`src/verilog/fault_response_pkg.sv`:
```
// Shared constants and carrier types for the fault response and alert block.
// Assumes a PMBus engine that hands over decoded commands on the same clock.
package fault_response_pkg;
  localparam int CLK_PERIOD_NS = 100;
  localparam int MS_IN_NS = 1000000;
  localparam int RETRY_MIN_MS = 120;
  localparam int RETRY_MAX_MS = 32700;
  localparam int MS_WIDTH = 15;

  localparam logic [7:0] CODE_OPERATION = 8'h01;
  localparam logic [7:0] CODE_CLEAR_FAULTS = 8'h03;
  localparam logic [7:0] CODE_RESTORE = 8'h16;
  localparam logic [7:0] CODE_ALERT_MASK = 8'h1B;
  localparam logic [7:0] CODE_OT_RESP = 8'h50;
  localparam logic [7:0] CODE_UT_RESP = 8'h54;
  localparam logic [7:0] CODE_VIN_OV_RESP = 8'h56;
  localparam logic [7:0] CODE_TON_RESP = 8'h63;
  localparam logic [7:0] CODE_STATUS_BYTE = 8'h78;
  localparam logic [7:0] CODE_STATUS_WORD = 8'h79;
  localparam logic [7:0] CODE_STATUS_VOUT = 8'h7A;
  localparam logic [7:0] CODE_STATUS_IOUT = 8'h7B;
  localparam logic [7:0] CODE_STATUS_INPUT = 8'h7C;
  localparam logic [7:0] CODE_STATUS_TEMP = 8'h7D;
  localparam logic [7:0] CODE_STATUS_CML = 8'h7E;
  localparam logic [7:0] CODE_STATUS_MFR = 8'h80;
  localparam logic [7:0] CODE_CHAN_CONFIG = 8'hD0;
  localparam logic [7:0] CODE_PROPAGATE = 8'hD2;
  localparam logic [7:0] CODE_RESTART = 8'hDB;
  localparam logic [7:0] CODE_PAD_STATUS = 8'hE5;
  localparam logic [7:0] CODE_COMMON_STATUS = 8'hEF;
  localparam logic [7:0] CODE_SOFT_RESET = 8'hFD;

  localparam int SLOT_VOUT = 0;
  localparam int SLOT_IOUT = 1;
  localparam int SLOT_TEMP = 2;
  localparam int SLOT_CML = 3;
  localparam int SLOT_INPUT = 4;
  localparam int SLOT_MFR = 5;
  localparam int NUM_SLOTS = 6;

  localparam int RSP_VIN_OV = 0;
  localparam int RSP_OT = 1;
  localparam int RSP_UT = 2;
  localparam int RSP_TON = 3;
  localparam int NUM_RSP = 4;

  localparam int ACT_HI = 7;
  localparam int ACT_LO = 6;
  localparam int RETRY_HI = 5;
  localparam int RETRY_LO = 3;
  localparam int DELAY_HI = 2;
  localparam logic [1:0] ACT_IGNORE = 2'h0;
  localparam logic [1:0] ACT_SHUTDOWN = 2'h2;
  localparam logic [2:0] RETRY_FOREVER = 3'h7;

  localparam int VOUT_OV_BIT = 7;
  localparam int VOUT_UV_BIT = 4;
  localparam int VOUT_TON_BIT = 2;
  localparam int IOUT_OC_BIT = 7;
  localparam int INPUT_OV_BIT = 7;
  localparam int TEMP_OT_BIT = 7;
  localparam int TEMP_UT_BIT = 4;
  localparam int CML_CMD_BIT = 7;
  localparam int CML_DATA_BIT = 6;
  localparam int MFR_INT_OT_BIT = 6;
  localparam int MFR_PLL_BIT = 4;
  localparam int MFR_PIN_BIT = 0;
  localparam int WORD_VOUT_BIT = 15;
  localparam int WORD_IOUT_BIT = 14;
  localparam int WORD_INPUT_BIT = 13;
  localparam int WORD_MFR_BIT = 12;
  localparam int BYTE_TEMP_BIT = 2;
  localparam int BYTE_CML_BIT = 1;

  localparam int PROP_DECAY = 15;
  localparam int PROP_SHORT = 14;
  localparam int PROP_TON = 13;
  localparam int PROP_INT_OT = 11;
  localparam int PROP_UT = 8;
  localparam int PROP_OT = 7;
  localparam int PROP_VIN_OV = 4;
  localparam int PROP_OC = 2;
  localparam int PROP_UV = 1;
  localparam int PROP_OV = 0;
  localparam logic [15:0] PROP_WRITABLE = 16'hE997;

  localparam int CHAN_DECAY_OFF_BIT = 0;
  localparam int OPER_ON_BIT = 7;
  localparam logic [7:0] MASK_RESET = 8'h00;
  localparam logic [7:0] MFR_MASK_RESET = 8'h11;
  localparam logic [7:0] RESP_RESET = 8'h80;
  localparam logic [15:0] RESTART_RESET = 16'h00FA;
  localparam logic [15:0] PROP_RESET = 16'h0000;
  localparam logic [7:0] CHAN_RESET = 8'h00;
  localparam logic [7:0] OPER_RESET = 8'h80;

  typedef struct packed {
    logic valid;
    logic write;
    logic [7:0] code;
    logic [15:0] data;
  } cmd_type;

  typedef struct packed {
    logic valid;
    logic [15:0] data;
  } reply_type;

  typedef struct packed {
    logic vout_ov;
    logic vout_uv;
    logic iout_oc;
    logic vin_ov;
    logic ot;
    logic ut;
    logic int_ot;
    logic ton_max;
    logic short_cycle;
    logic pll_unlock;
  } detect_type;
endpackage

```
`src/verilog/linear_ms_decoder.sv`:
```
// Decodes a five-bit exponent, eleven-bit mantissa word into milliseconds.
// Assumes the word is stable for a cycle before the result is used.
module linear_ms_decoder
  import fault_response_pkg::*;
(
  input wire logic i_clk,
  input wire logic i_reset,
  input wire logic [15:0] i_word,
  output logic [MS_WIDTH-1:0] o_ms
);
  logic signed [4:0] expo;
  logic signed [10:0] mant;
  logic [31:0] mag;
  logic [31:0] next_ms;

  assign expo = i_word[15:11];
  assign mant = i_word[10:0];

  // Out-of-range words are clamped to the legal span, not rejected.
  always_comb begin
    mag = 32'h0;
    if (mant > 11'sh0) begin
      if (expo >= 5'sh0) begin
        mag = 32'(mant) << expo[3:0];
      end else begin
        mag = 32'(mant) >> 5'(-expo);
      end
    end
    if (mag < 32'(RETRY_MIN_MS)) begin
      next_ms = 32'(RETRY_MIN_MS);
    end else if (mag > 32'(RETRY_MAX_MS)) begin
      next_ms = 32'(RETRY_MAX_MS);
    end else begin
      next_ms = mag;
    end
  end

  always_ff @(posedge i_clk) begin
    if (i_reset) begin
      o_ms <= MS_WIDTH'(RETRY_MIN_MS);
    end else begin
      o_ms <= next_ms[MS_WIDTH-1:0];
    end
  end
endmodule

```
`src/verilog/restart_timer.sv`:
```
// Millisecond down-counter for the restart interval.
// Assumes a one-cycle start pulse; start restarts a running count.
module restart_timer
  import fault_response_pkg::*;
#(
  parameter int CYCLES_PER_MS = MS_IN_NS / CLK_PERIOD_NS
)
(
  input wire logic i_clk,
  input wire logic i_reset,
  input wire logic i_start,
  input wire logic [MS_WIDTH-1:0] i_ms,
  output logic o_done
);
  // The tick counter is sixteen bits wide, so larger values cannot count.
  if (CYCLES_PER_MS < 1 || CYCLES_PER_MS > 65535) begin
    $error("restart_timer: CYCLES_PER_MS out of range");
  end

  logic [15:0] tick;
  logic [MS_WIDTH-1:0] left;

  always_ff @(posedge i_clk) begin
    if (i_reset || i_start || tick == 16'(CYCLES_PER_MS - 1)) begin
      tick <= 16'h0;
    end else begin
      tick <= tick + 16'h1;
    end
  end

  always_ff @(posedge i_clk) begin
    if (i_reset) begin
      left <= '0;
      o_done <= 1'b1;
    end else if (i_start) begin
      left <= i_ms;
      o_done <= 1'b0;
    end else if (!o_done && tick == 16'(CYCLES_PER_MS - 1)) begin
      left <= left - MS_WIDTH'(1);
      o_done <= (left == MS_WIDTH'(1));
    end
  end
endmodule

```
`src/verilog/fault_response_alert_mask.sv`:
```
// Fault response, restart timing, alert masking and FAULT pin propagation.
// Assumes a PMBus engine on i_clk delivering decoded commands and detectors
// and pins arriving asynchronously.
// Summary of operation
// - Startup timeout sets output-voltage summary and timeout status, alerts.
// - Every response code still sets status bits and alerts unless masked.
// - Action 00 keeps running; action 10 shuts down, then follows retry.
// - Action codes 01 or 11 are rejected and flag a comm fault.
// - Faults stay latched until cleared, written one, cycled or reset.
// - Retry 000 to 110 keeps output off until cleared or cycled.
// - Retry 111 restarts forever, spaced by the restart interval.
// - The low three delay bits of response bytes are ignored.
// - Restart interval in milliseconds, legal from 120 ms to 32.7 s.
// - Wait is longer of interval and output decay; decay check can be off.
// - Interval timing starts once fault gone and FAULT pin released.
// - Restart interval is decoded from exponent and mantissa linear word.
// - Mask write names status register and mask; masked bits skip alert.
// - Process call naming a status register returns its present mask.
// - Masking summary, common or pad status, or unknown codes, is refused.
// - Masks reset to zero, except vendor status which resets to 0x11.
// - Each propagation bit lets its condition pull FAULT low.
// - A condition whose response is ignore never pulls FAULT low.
// - Alert masks have no effect on FAULT propagation.
// - Propagation bit map fixed; reserved bits are held at zero.
module fault_response_alert_mask
  import fault_response_pkg::*;
#(
  parameter int CYCLES_PER_MS = MS_IN_NS / CLK_PERIOD_NS
)
(
  input wire logic i_clk,
  input wire logic i_reset,
  input wire cmd_type i_cmd,
  output reply_type o_reply,
  input wire detect_type i_detect,
  input wire logic i_run,
  input wire logic i_vout_low,
  input wire logic i_fault_pin,
  output logic o_fault_out,
  output logic o_fault_oe,
  output logic o_alert_out,
  output logic o_alert_oe,
  output logic o_output_enable
);
  typedef enum logic [4:0] {
    ST_OFF = 5'h01,
    ST_RUN = 5'h02,
    ST_LATCHED = 5'h04,
    ST_WAIT_CLEAR = 5'h08,
    ST_DELAY = 5'h10
  } state_type;

  state_type state, next_state;
  detect_type det_meta, det;
  logic [2:0] pin_meta, pin_sync;
  logic run_s, vout_low, pin_high, commanded, commanded_q;
  logic wr, rd, clear_all, resp_hit, slot_hit, mask_slot_hit;
  logic [1:0] resp_idx;
  logic [2:0] slot_idx, mask_slot;
  logic [7:0] resp [NUM_RSP];
  logic [7:0] mask [NUM_SLOTS];
  logic [7:0] status [NUM_SLOTS];
  logic [7:0] set_bits [NUM_SLOTS];
  logic [7:0] clr_bits [NUM_SLOTS];
  logic [15:0] restart_word, propagate;
  logic [7:0] chan_config, operation;
  logic [NUM_RSP-1:0] live, ignored, sd_live, retry_inf;
  logic any_sd, noretry, decay_off, timer_done, waiting_decay;
  logic err_cmd, err_data, alert_pending, fault_drive;
  logic [1:0] oe_hist;
  logic [15:0] prop_cond, status_word;
  logic [MS_WIDTH-1:0] restart_ms;

  // Pins and analog detectors are asynchronous to i_clk.
  always_ff @(posedge i_clk) begin
    if (i_reset) begin
      det_meta <= '0;
      det <= '0;
      pin_meta <= 3'h1;
      pin_sync <= 3'h1;
    end else begin
      det_meta <= i_detect;
      det <= det_meta;
      pin_meta <= {i_run, i_vout_low, i_fault_pin};
      pin_sync <= pin_meta;
    end
  end

  assign run_s = pin_sync[2];
  assign vout_low = pin_sync[1];
  assign pin_high = pin_sync[0];
  assign commanded = run_s & operation[OPER_ON_BIT];
  assign wr = i_cmd.valid & i_cmd.write;
  assign rd = i_cmd.valid & ~i_cmd.write;

  always_comb begin
    resp_hit = 1'b1;
    resp_idx = 2'(RSP_TON);
    unique case (i_cmd.code)
      CODE_VIN_OV_RESP: resp_idx = 2'(RSP_VIN_OV);
      CODE_OT_RESP: resp_idx = 2'(RSP_OT);
      CODE_UT_RESP: resp_idx = 2'(RSP_UT);
      CODE_TON_RESP: resp_idx = 2'(RSP_TON);
      default: resp_hit = 1'b0;
    endcase
  end

  function automatic logic [3:0] slot_of(input logic [7:0] code);
    logic [3:0] r;
    r = 4'h0;
    unique case (code)
      CODE_STATUS_VOUT: r = {1'b1, 3'(SLOT_VOUT)};
      CODE_STATUS_IOUT: r = {1'b1, 3'(SLOT_IOUT)};
      CODE_STATUS_TEMP: r = {1'b1, 3'(SLOT_TEMP)};
      CODE_STATUS_CML: r = {1'b1, 3'(SLOT_CML)};
      CODE_STATUS_INPUT: r = {1'b1, 3'(SLOT_INPUT)};
      CODE_STATUS_MFR: r = {1'b1, 3'(SLOT_MFR)};
      default: r = 4'h0;
    endcase
    return r;
  endfunction

  assign {slot_hit, slot_idx} = slot_of(i_cmd.code);
  assign {mask_slot_hit, mask_slot} = slot_of(i_cmd.data[7:0]);

  assign clear_all = (wr && (i_cmd.code == CODE_CLEAR_FAULTS
                    || i_cmd.code == CODE_RESTORE
                    || i_cmd.code == CODE_SOFT_RESET))
                    || (commanded && !commanded_q);

  always_comb begin
    err_cmd = 1'b0;
    err_data = 1'b0;
    if (i_cmd.valid) begin
      if (i_cmd.code == CODE_ALERT_MASK) begin
        err_data = !mask_slot_hit;
      end else if (resp_hit) begin
        err_data = wr && i_cmd.data[ACT_LO];
      end else if (!(slot_hit || i_cmd.code == CODE_STATUS_WORD
                  || i_cmd.code == CODE_STATUS_BYTE
                  || i_cmd.code == CODE_OPERATION
                  || i_cmd.code == CODE_CHAN_CONFIG
                  || i_cmd.code == CODE_PROPAGATE
                  || i_cmd.code == CODE_RESTART)) begin
        err_cmd = !(wr && (i_cmd.code == CODE_CLEAR_FAULTS
                   || i_cmd.code == CODE_RESTORE
                   || i_cmd.code == CODE_SOFT_RESET));
      end
    end
  end

  // Delay bits are dropped on write.
  always_ff @(posedge i_clk) begin
    if (i_reset) begin
      for (int i = 0; i < NUM_RSP; i++) begin
        resp[i] <= RESP_RESET;
      end
    end else if (wr && resp_hit && !i_cmd.data[ACT_LO]) begin
      resp[resp_idx] <= {i_cmd.data[ACT_HI:RETRY_LO], 3'h0};
    end
  end

  // Mask write selects register by first data byte.
  always_ff @(posedge i_clk) begin
    if (i_reset) begin
      for (int i = 0; i < NUM_SLOTS; i++) begin
        mask[i] <= (i == SLOT_MFR) ? MFR_MASK_RESET : MASK_RESET;
      end
    end else if (wr && i_cmd.code == CODE_ALERT_MASK && mask_slot_hit) begin
      mask[mask_slot] <= i_cmd.data[15:8];
    end
  end

  always_ff @(posedge i_clk) begin
    if (i_reset) begin
      restart_word <= RESTART_RESET;
      propagate <= PROP_RESET;
      chan_config <= CHAN_RESET;
      operation <= OPER_RESET;
    end else if (wr) begin
      if (i_cmd.code == CODE_RESTART) begin
        restart_word <= i_cmd.data;
      end
      // Reserved propagation bits held at zero.
      if (i_cmd.code == CODE_PROPAGATE) begin
        propagate <= i_cmd.data & PROP_WRITABLE;
      end
      if (i_cmd.code == CODE_CHAN_CONFIG) begin
        chan_config <= i_cmd.data[7:0];
      end
      if (i_cmd.code == CODE_OPERATION) begin
        operation <= i_cmd.data[7:0];
      end
    end
  end

  assign live = {det.ton_max, det.ut, det.ot, det.vin_ov};
  always_comb begin
    for (int i = 0; i < NUM_RSP; i++) begin
      ignored[i] = resp[i][ACT_HI:ACT_LO] == ACT_IGNORE;
      sd_live[i] = live[i] && resp[i][ACT_HI:ACT_LO] == ACT_SHUTDOWN;
      retry_inf[i] = resp[i][RETRY_HI:RETRY_LO] == RETRY_FOREVER;
    end
  end
  assign any_sd = |sd_live;
  assign noretry = |(sd_live & ~retry_inf);

  // Status bits set regardless of action code.
  always_comb begin
    for (int i = 0; i < NUM_SLOTS; i++) begin
      set_bits[i] = 8'h0;
      clr_bits[i] = clear_all ? 8'hFF : 8'h0;
    end
    set_bits[SLOT_VOUT][VOUT_TON_BIT] = det.ton_max;
    set_bits[SLOT_VOUT][VOUT_OV_BIT] = det.vout_ov;
    set_bits[SLOT_VOUT][VOUT_UV_BIT] = det.vout_uv;
    set_bits[SLOT_IOUT][IOUT_OC_BIT] = det.iout_oc;
    set_bits[SLOT_TEMP][TEMP_OT_BIT] = det.ot;
    set_bits[SLOT_TEMP][TEMP_UT_BIT] = det.ut;
    set_bits[SLOT_INPUT][INPUT_OV_BIT] = det.vin_ov;
    set_bits[SLOT_CML][CML_CMD_BIT] = err_cmd;
    set_bits[SLOT_CML][CML_DATA_BIT] = err_data;
    set_bits[SLOT_MFR][MFR_INT_OT_BIT] = det.int_ot;
    set_bits[SLOT_MFR][MFR_PLL_BIT] = det.pll_unlock;
    // Our own pull reaches pin_high two edges late, so it is excluded too.
    set_bits[SLOT_MFR][MFR_PIN_BIT] = !pin_high && !o_fault_oe
                                      && !(|oe_hist);
    if (wr && slot_hit) begin
      clr_bits[slot_idx] = clr_bits[slot_idx] | i_cmd.data[7:0];
    end
  end

  // Set wins over any clear in the same cycle.
  always_ff @(posedge i_clk) begin
    if (i_reset) begin
      for (int i = 0; i < NUM_SLOTS; i++) begin
        status[i] <= 8'h0;
      end
    end else begin
      for (int i = 0; i < NUM_SLOTS; i++) begin
        status[i] <= (status[i] & ~clr_bits[i]) | set_bits[i];
      end
    end
  end

  always_comb begin
    alert_pending = 1'b0;
    for (int i = 0; i < NUM_SLOTS; i++) begin
      alert_pending = alert_pending | (|(status[i] & ~mask[i]));
    end
  end

  assign status_word = {|status[SLOT_VOUT], |status[SLOT_IOUT],
                        |status[SLOT_INPUT], |status[SLOT_MFR], 4'h0,
                        5'h0, |status[SLOT_TEMP], |status[SLOT_CML], 1'b0};

  always_ff @(posedge i_clk) begin
    if (i_reset) begin
      o_reply <= '0;
    end else begin
      o_reply.valid <= rd && !err_cmd && !err_data;
      o_reply.data <= 16'h0;
      if (rd && slot_hit) begin
        o_reply.data <= {8'h0, status[slot_idx]};
      end else if (rd && resp_hit) begin
        o_reply.data <= {8'h0, resp[resp_idx]};
      end else if (rd && i_cmd.code == CODE_ALERT_MASK && mask_slot_hit) begin
        o_reply.data <= {8'h0, mask[mask_slot]};
      end else if (rd) begin
        unique case (i_cmd.code)
          CODE_STATUS_WORD: o_reply.data <= status_word;
          CODE_STATUS_BYTE: o_reply.data <= {8'h0, status_word[7:0]};
          CODE_RESTART: o_reply.data <= restart_word;
          CODE_PROPAGATE: o_reply.data <= propagate;
          CODE_CHAN_CONFIG: o_reply.data <= {8'h0, chan_config};
          CODE_OPERATION: o_reply.data <= {8'h0, operation};
          default: o_reply.data <= 16'h0;
        endcase
      end
    end
  end

  linear_ms_decoder u_decode (
    .i_clk(i_clk),
    .i_reset(i_reset),
    .i_word(restart_word),
    .o_ms(restart_ms)
  );

  restart_timer #(.CYCLES_PER_MS(CYCLES_PER_MS)) u_timer (
    .i_clk(i_clk),
    .i_reset(i_reset),
    .i_start(state == ST_WAIT_CLEAR && next_state == ST_DELAY),
    .i_ms(restart_ms),
    .o_done(timer_done)
  );

  assign decay_off = chan_config[CHAN_DECAY_OFF_BIT];
  assign waiting_decay = state == ST_DELAY && !vout_low && !decay_off;

  always_comb begin
    next_state = state;
    unique case (state)
      ST_OFF: if (commanded) begin
        next_state = ST_RUN;
      end
      ST_RUN: if (any_sd) begin
        // A no-retry response wins over retry.
        next_state = noretry ? ST_LATCHED : ST_WAIT_CLEAR;
      end
      ST_LATCHED: if (clear_all) begin
        next_state = ST_RUN;
      end
      ST_WAIT_CLEAR: if (noretry) begin
        next_state = ST_LATCHED;
      end else if (!any_sd && pin_high) begin
        // Timing starts after fault and pin release.
        next_state = ST_DELAY;
      end
      ST_DELAY: if (any_sd) begin
        next_state = noretry ? ST_LATCHED : ST_WAIT_CLEAR;
      end else if (timer_done && !waiting_decay) begin
        next_state = ST_RUN;
      end
      default: next_state = ST_OFF;
    endcase
    if (!commanded) begin
      next_state = ST_OFF;
    end
  end

  always_ff @(posedge i_clk) begin
    if (i_reset) begin
      state <= ST_OFF;
      commanded_q <= 1'b0;
      o_output_enable <= 1'b0;
    end else begin
      state <= next_state;
      commanded_q <= commanded;
      o_output_enable <= next_state == ST_RUN;
    end
  end

  always_comb begin
    prop_cond = 16'h0;
    prop_cond[PROP_DECAY] = waiting_decay;
    prop_cond[PROP_SHORT] = det.short_cycle;
    prop_cond[PROP_TON] = det.ton_max && !ignored[RSP_TON];
    prop_cond[PROP_INT_OT] = det.int_ot;
    prop_cond[PROP_UT] = det.ut && !ignored[RSP_UT];
    prop_cond[PROP_OT] = det.ot && !ignored[RSP_OT];
    prop_cond[PROP_VIN_OV] = det.vin_ov && !ignored[RSP_VIN_OV];
    prop_cond[PROP_OC] = det.iout_oc;
    prop_cond[PROP_UV] = det.vout_uv;
    prop_cond[PROP_OV] = det.vout_ov;
  end
  // Masks play no part in the pin drive.
  assign fault_drive = |(propagate & prop_cond);

  // Open-drain pins: the output level is always low, only enables move.
  always_ff @(posedge i_clk) begin
    if (i_reset) begin
      o_fault_oe <= 1'b0;
      oe_hist <= 2'h0;
      o_alert_oe <= 1'b0;
      o_fault_out <= 1'b0;
      o_alert_out <= 1'b0;
    end else begin
      o_fault_oe <= fault_drive;
      oe_hist <= {oe_hist[0], o_fault_oe};
      o_alert_oe <= alert_pending;
      o_fault_out <= 1'b0;
      o_alert_out <= 1'b0;
    end
  end
endmodule

```
`config.mk`:
```
export PLATFORM = sky130hd
export DESIGN_NAME = fault_response_alert_mask
export DESIGN_NICKNAME = d
export VERILOG_FILES = /design/src/verilog/fault_response_pkg.sv /design/src/verilog/linear_ms_decoder.sv /design/src/verilog/restart_timer.sv /design/src/verilog/fault_response_alert_mask.sv
export SDC_FILE = /design/constraint.sdc
export NUM_CORES = 1
export LEC_CHECK = 0
export ABC_AREA = 1
export BUFFER_PORTS_ARGS = -buffer_cell sky130_fd_sc_hd__buf_2
export CAP_MARGIN = 20
export CORE_MARGIN = 5
export CORE_UTILIZATION = 60
export DETAILED_ROUTE_END_ITERATION = 12
export MAX_ROUTING_LAYER = met4
export PLACE_DENSITY_LB_ADDON = 0.12
export SLEW_MARGIN = 10
export SYNTH_ARGS = -nofsm -noshare
export SYNTH_HDL_FRONTEND = slang
export SYNTH_SLANG_ARGS = --single-unit
export TNS_END_PERCENT = 10
```
`constraint.sdc`:
```
create_clock -name i_clk -period 3.4 [get_ports i_clk]
set_input_delay 0.17 -clock i_clk [delete_from_list [all_inputs] [get_ports i_clk]]
set_output_delay 0.17 -clock i_clk [all_outputs]
set_load 0.005 [all_outputs]
```
==> metrics.md <==
| Metric | Value |
|---|---|
| Vias in the first global route | 12800 |
| Slew Viols, Final | 0 |
| Largest family of logic cells by synthesized area | simple AND/OR/NAND/NOR gates |
| Most used cell, CP | nand2_1 |
| Final hold viol count | 0 |
| Max clock buf depth | 3 |
| Routed WL | 44100 microns |
| Stages on worst setup path | 18 |
| Vias | 13800 |
| Critical Path End Type | flop |
| #FFs+latches synth | between 200 and 300 |
| RSZ-0062 raised after global routing | false |
| Die Y | 162 microns |
| Multiplexer area fraction after synthesis | 0% |
| Status | completed |
| Port Buffers | 60 |
| DP Worst Slack | 0.391 ns |
| Pleak | 0.00663 uW |
| Min Tclk post-route | 2.93 ns |
| Num CTS Buffers | 28 |
| Max-slew headroom | 42.2% |
| Worst path top cell family by delay | simple AND/OR/NAND/NOR gates |
| Fillers | 1916 |
| Antenna Diode Count | 0 |
| Post-synth cell types | 56 |
| Power Density | roughly 430 nW/um^2 |
| Clk Latency, worst-skew pair | around 0.57 ns |
| Post-synth ARST share | 0% |
| Routed WL per cell | about 19 microns |
| Setup Skew | 0.0271 ns |
| Clk pin slew, worst setup/hold paths | 0.06 ns |
| FMAX | about 340 MHz |
| Mean Syn Cell Area | just over 7 sq um |
| Synth Area in Compound Gates | between 10% and 20% |
| Max Cap Viol | 0 |
| Top-count cell post-synth | nand2_1 |
| Hold Path Class | input pin to flop |
| Req. time, crit path | 3.85 ns |
| Worst IR Drop VDD | 0.390 mV |
| H-Tree Depth | 1 |
| Post-DR vias/cell | roughly 6 |
| Worst-case reg-to-reg path depth | 18 |
| Slowest CP cell | nor2_1 |
| CTS root buffer | clkbuf_16 |
| Synth top cells by count | 426 x nand2_1, 256 x inv_1, 205 x nor2_1 |
| Largest net degree at the start of global routing | 77 |
| Synth top area share | between 20% and 30% |
| Tcrit/Tclk final | 86.3% |
| Grt total ovfl | 0 |
| Critical-path cell list | inv_2 -> ha_1 -> nand2_1 -> nor2_1 -> ha_1 -> nor2_2 -> nor2_1 -> inv_1 -> nor2_1 -> a21oi_1 -> nand2_1 -> nand2_1 -> nand2_1 -> nor2_1 -> nand3_1 -> nand2_1 -> nor2_1 -> nand2_1 |
| CP arrival | 3.38 ns |
| Total Routing Usage GR | 34.2% |
| Post-CTS Setup Inserts | 0 |
| Synth Area in Adders | less than 1% |
| Setup_tns | 0 ns |
| Share of layout cells above drive strength 1 | 10.2% |
| Synth area leader | dfxtp_1 |
| Final Worst Setup Slack | between 0.4 and 0.5 ns |
| Slew @ Worst Pin | 0.866 ns |
| Remaining antenna violation count | 0 |
| Ys flop type | dfxtp_1 |
| Initial Utilization | about 61% |
| Worst hold slack | approximately 0.020 ns |
| WP buf/inv | 2 |
| Synth Instances | around 1900 |
| DR pass1 iterations | 8 |
| CORE AREA | 22600 sq um |
| Post-synth EDFFs | 68 |
| Multi-input logic area | 6580 sq um |
| Reg area | around 5900 sq um |
| 1st-iter DRT viols | 1766 |
| Hold path depth | 3 |
| First-pass GRT wire length | 69700 microns |
| Nets@finish | between 2000 and 2500 |
| CTS tree | built |
| Initial antenna violation count | 0 |
| Die extent in x | 162 microns |
| Synth Cell Area | 13800 sq um |
| Top cells by area, synth | dfxtp_1 28%, edfxtp_1 15%, nand2_1 12%, inv_1 7.0%, nand3_1 5.7% |
| RD Place Congestion | just over 1 |
| Final setup viols | 0 |
| Num Clock Sinks | 259 |
| Setup crit start kind | flop |
| Row Count | 55 |
| Die ar. | ~26000 sq um |
| Synth Area in Simple Gates | 29.2% |
| Area delta synth->final | 13.0% |
| DP Wirelength | 32100 microns |
| Sequential area share after synthesis | 42.6% |
| DRC viols | 0 |
| Xor-xnor portion of the synthesized cell area | 1.14% |
| CP max stage delay | about 0.66 ns |
| Yosys warnings | 0 |
| CP Max Fanout | 13 |
| I/O Pins | 63 |
| WS Path Type | flop to flop |
## metal layers
| metal | GRT usage, % | up-vias | routed length [microns] |
|---|---|---|---|
| met4 | 9.58 | 0 | 1450 |
| met2 | 51.3 | 769 | 19200 |
| li1 | - | 6532 | - |
| met1 | 48.6 | 6385 | 19100 |
| met3 | 4.87 | 112 | 4370 |
| met5 | - | - | 0 |
## sequential cells by signal, summed over array words and instances, names as in the netlist, 2 cells and up
register,count
u_decode.o_ms,15
u_timer.left,15
pin_meta,3
mask,48
status,48
state,5
u_timer.tick,16
propagate,10
det,10
det_meta,10
operation,8
pin_sync,3
resp,20
o_reply,17
restart_word,16
oe_hist,2
chan_config,8
## path summary, 6_finish.rpt
path	slack [ns]	from	to
min	0.02	i_cmd[0]	propagate[0]
max reg2reg	0.47	restart_word[11]	u_decode.o_ms[3]
max	0.47	restart_word[11]	u_decode.o_ms[3]
min reg2reg	0.41	pin_meta[0]	pin_sync[0]
## cell usage in the layout (no fill, tap or decap), drive strengths merged, types with 8 or more instances in the layout
| cell | synthesis | final |
|---|---|---|
| nand3 | 166 | 166 |
| dlygate4sd3 | 0 | 29 |
| o211ai | 21 | 21 |
| o22ai | 37 | 37 |
| a21oi | 96 | 96 |
| clkbuf | 38 | 37 |
| dfxtp | 191 | 191 |
| a31oi | 22 | 22 |
| nand4 | 17 | 17 |
| xor2 | 12 | 12 |
| nand2 | 436 | 436 |
| clkinv | 4 | 11 |
| a41oi | 8 | 8 |
| inv | 269 | 269 |
| a211oi | 37 | 37 |
| edfxtp | 68 | 68 |
| o21ai | 140 | 140 |
| nor2 | 217 | 217 |
| nor4 | 26 | 26 |
| buf | 32 | 90 |
| nor3 | 29 | 29 |
## worst reg2reg max path, stage by stage, from the launching register on
cell and delay [ns]:
dfxtp_1 0.32, inv_2 0.06, ha_1 0.18, nand2_1 0.09
nor2_1 0.10, ha_1 0.16, nor2_2 0.08, nor2_1 0.66
inv_1 0.17, nor2_1 0.16, a21oi_1 0.05, nand2_1 0.10
nand2_1 0.08, nand2_1 0.07, nor2_1 0.04, nand3_1 0.08
nand2_1 0.13, nor2_1 0.24, nand2_1 0.08
## cell type report
cell class | instances | area share [%]
Multi-Input combinational cell | 1318 | 42.3
Inverter | 273 | 6.58
Tap cell | 285 | 2.29
Clock buffer | 37 | 5.04
Timing Repair Buffer | 119 | 5.32
Clock inverter | 11 | 0.875
Sequential cell | 259 | 37.7
## per-stage QoR
step | std cells | power (uW) | utilization [%] | cell area, sq um
CTS | 2302 | 6690 | 68.8 | 15600
global placement | 2225 | 3690 | 63.4 | 14400
floorplan | 1920 | 3550 | - | 13800
detailed placement | 2225 | 3690 | 63.4 | 14400
finish | 2302 | 6690 | 68.8 | 15600
global route | 2302 | 6900 | 68.8 | 15600
## kinds of logic (layout without fill, tap and decap cells)
kind of cell,Yosys count,count (layout)
compound gates,381,381
fa+ha+maj,5,5
simple gates,908,908
flops,259,259
buf+inv,343,440
other cells,1,6
xor+xnor,18,18
## power by group
part | internal (uW) | switching [uW]
clock | 1770 | 1250
sequential | 3240 | 62.5
combinational | 122 | 250
total | 5130 | 1570
## timing repair
action                     4_1_cts  5_1_grt
gates resized for setup          0        1
setup endpoints to repair        0        8
hold endpoints to repair        42        0
hold buffers                    29        0
(Power assumes the default switching activity.)
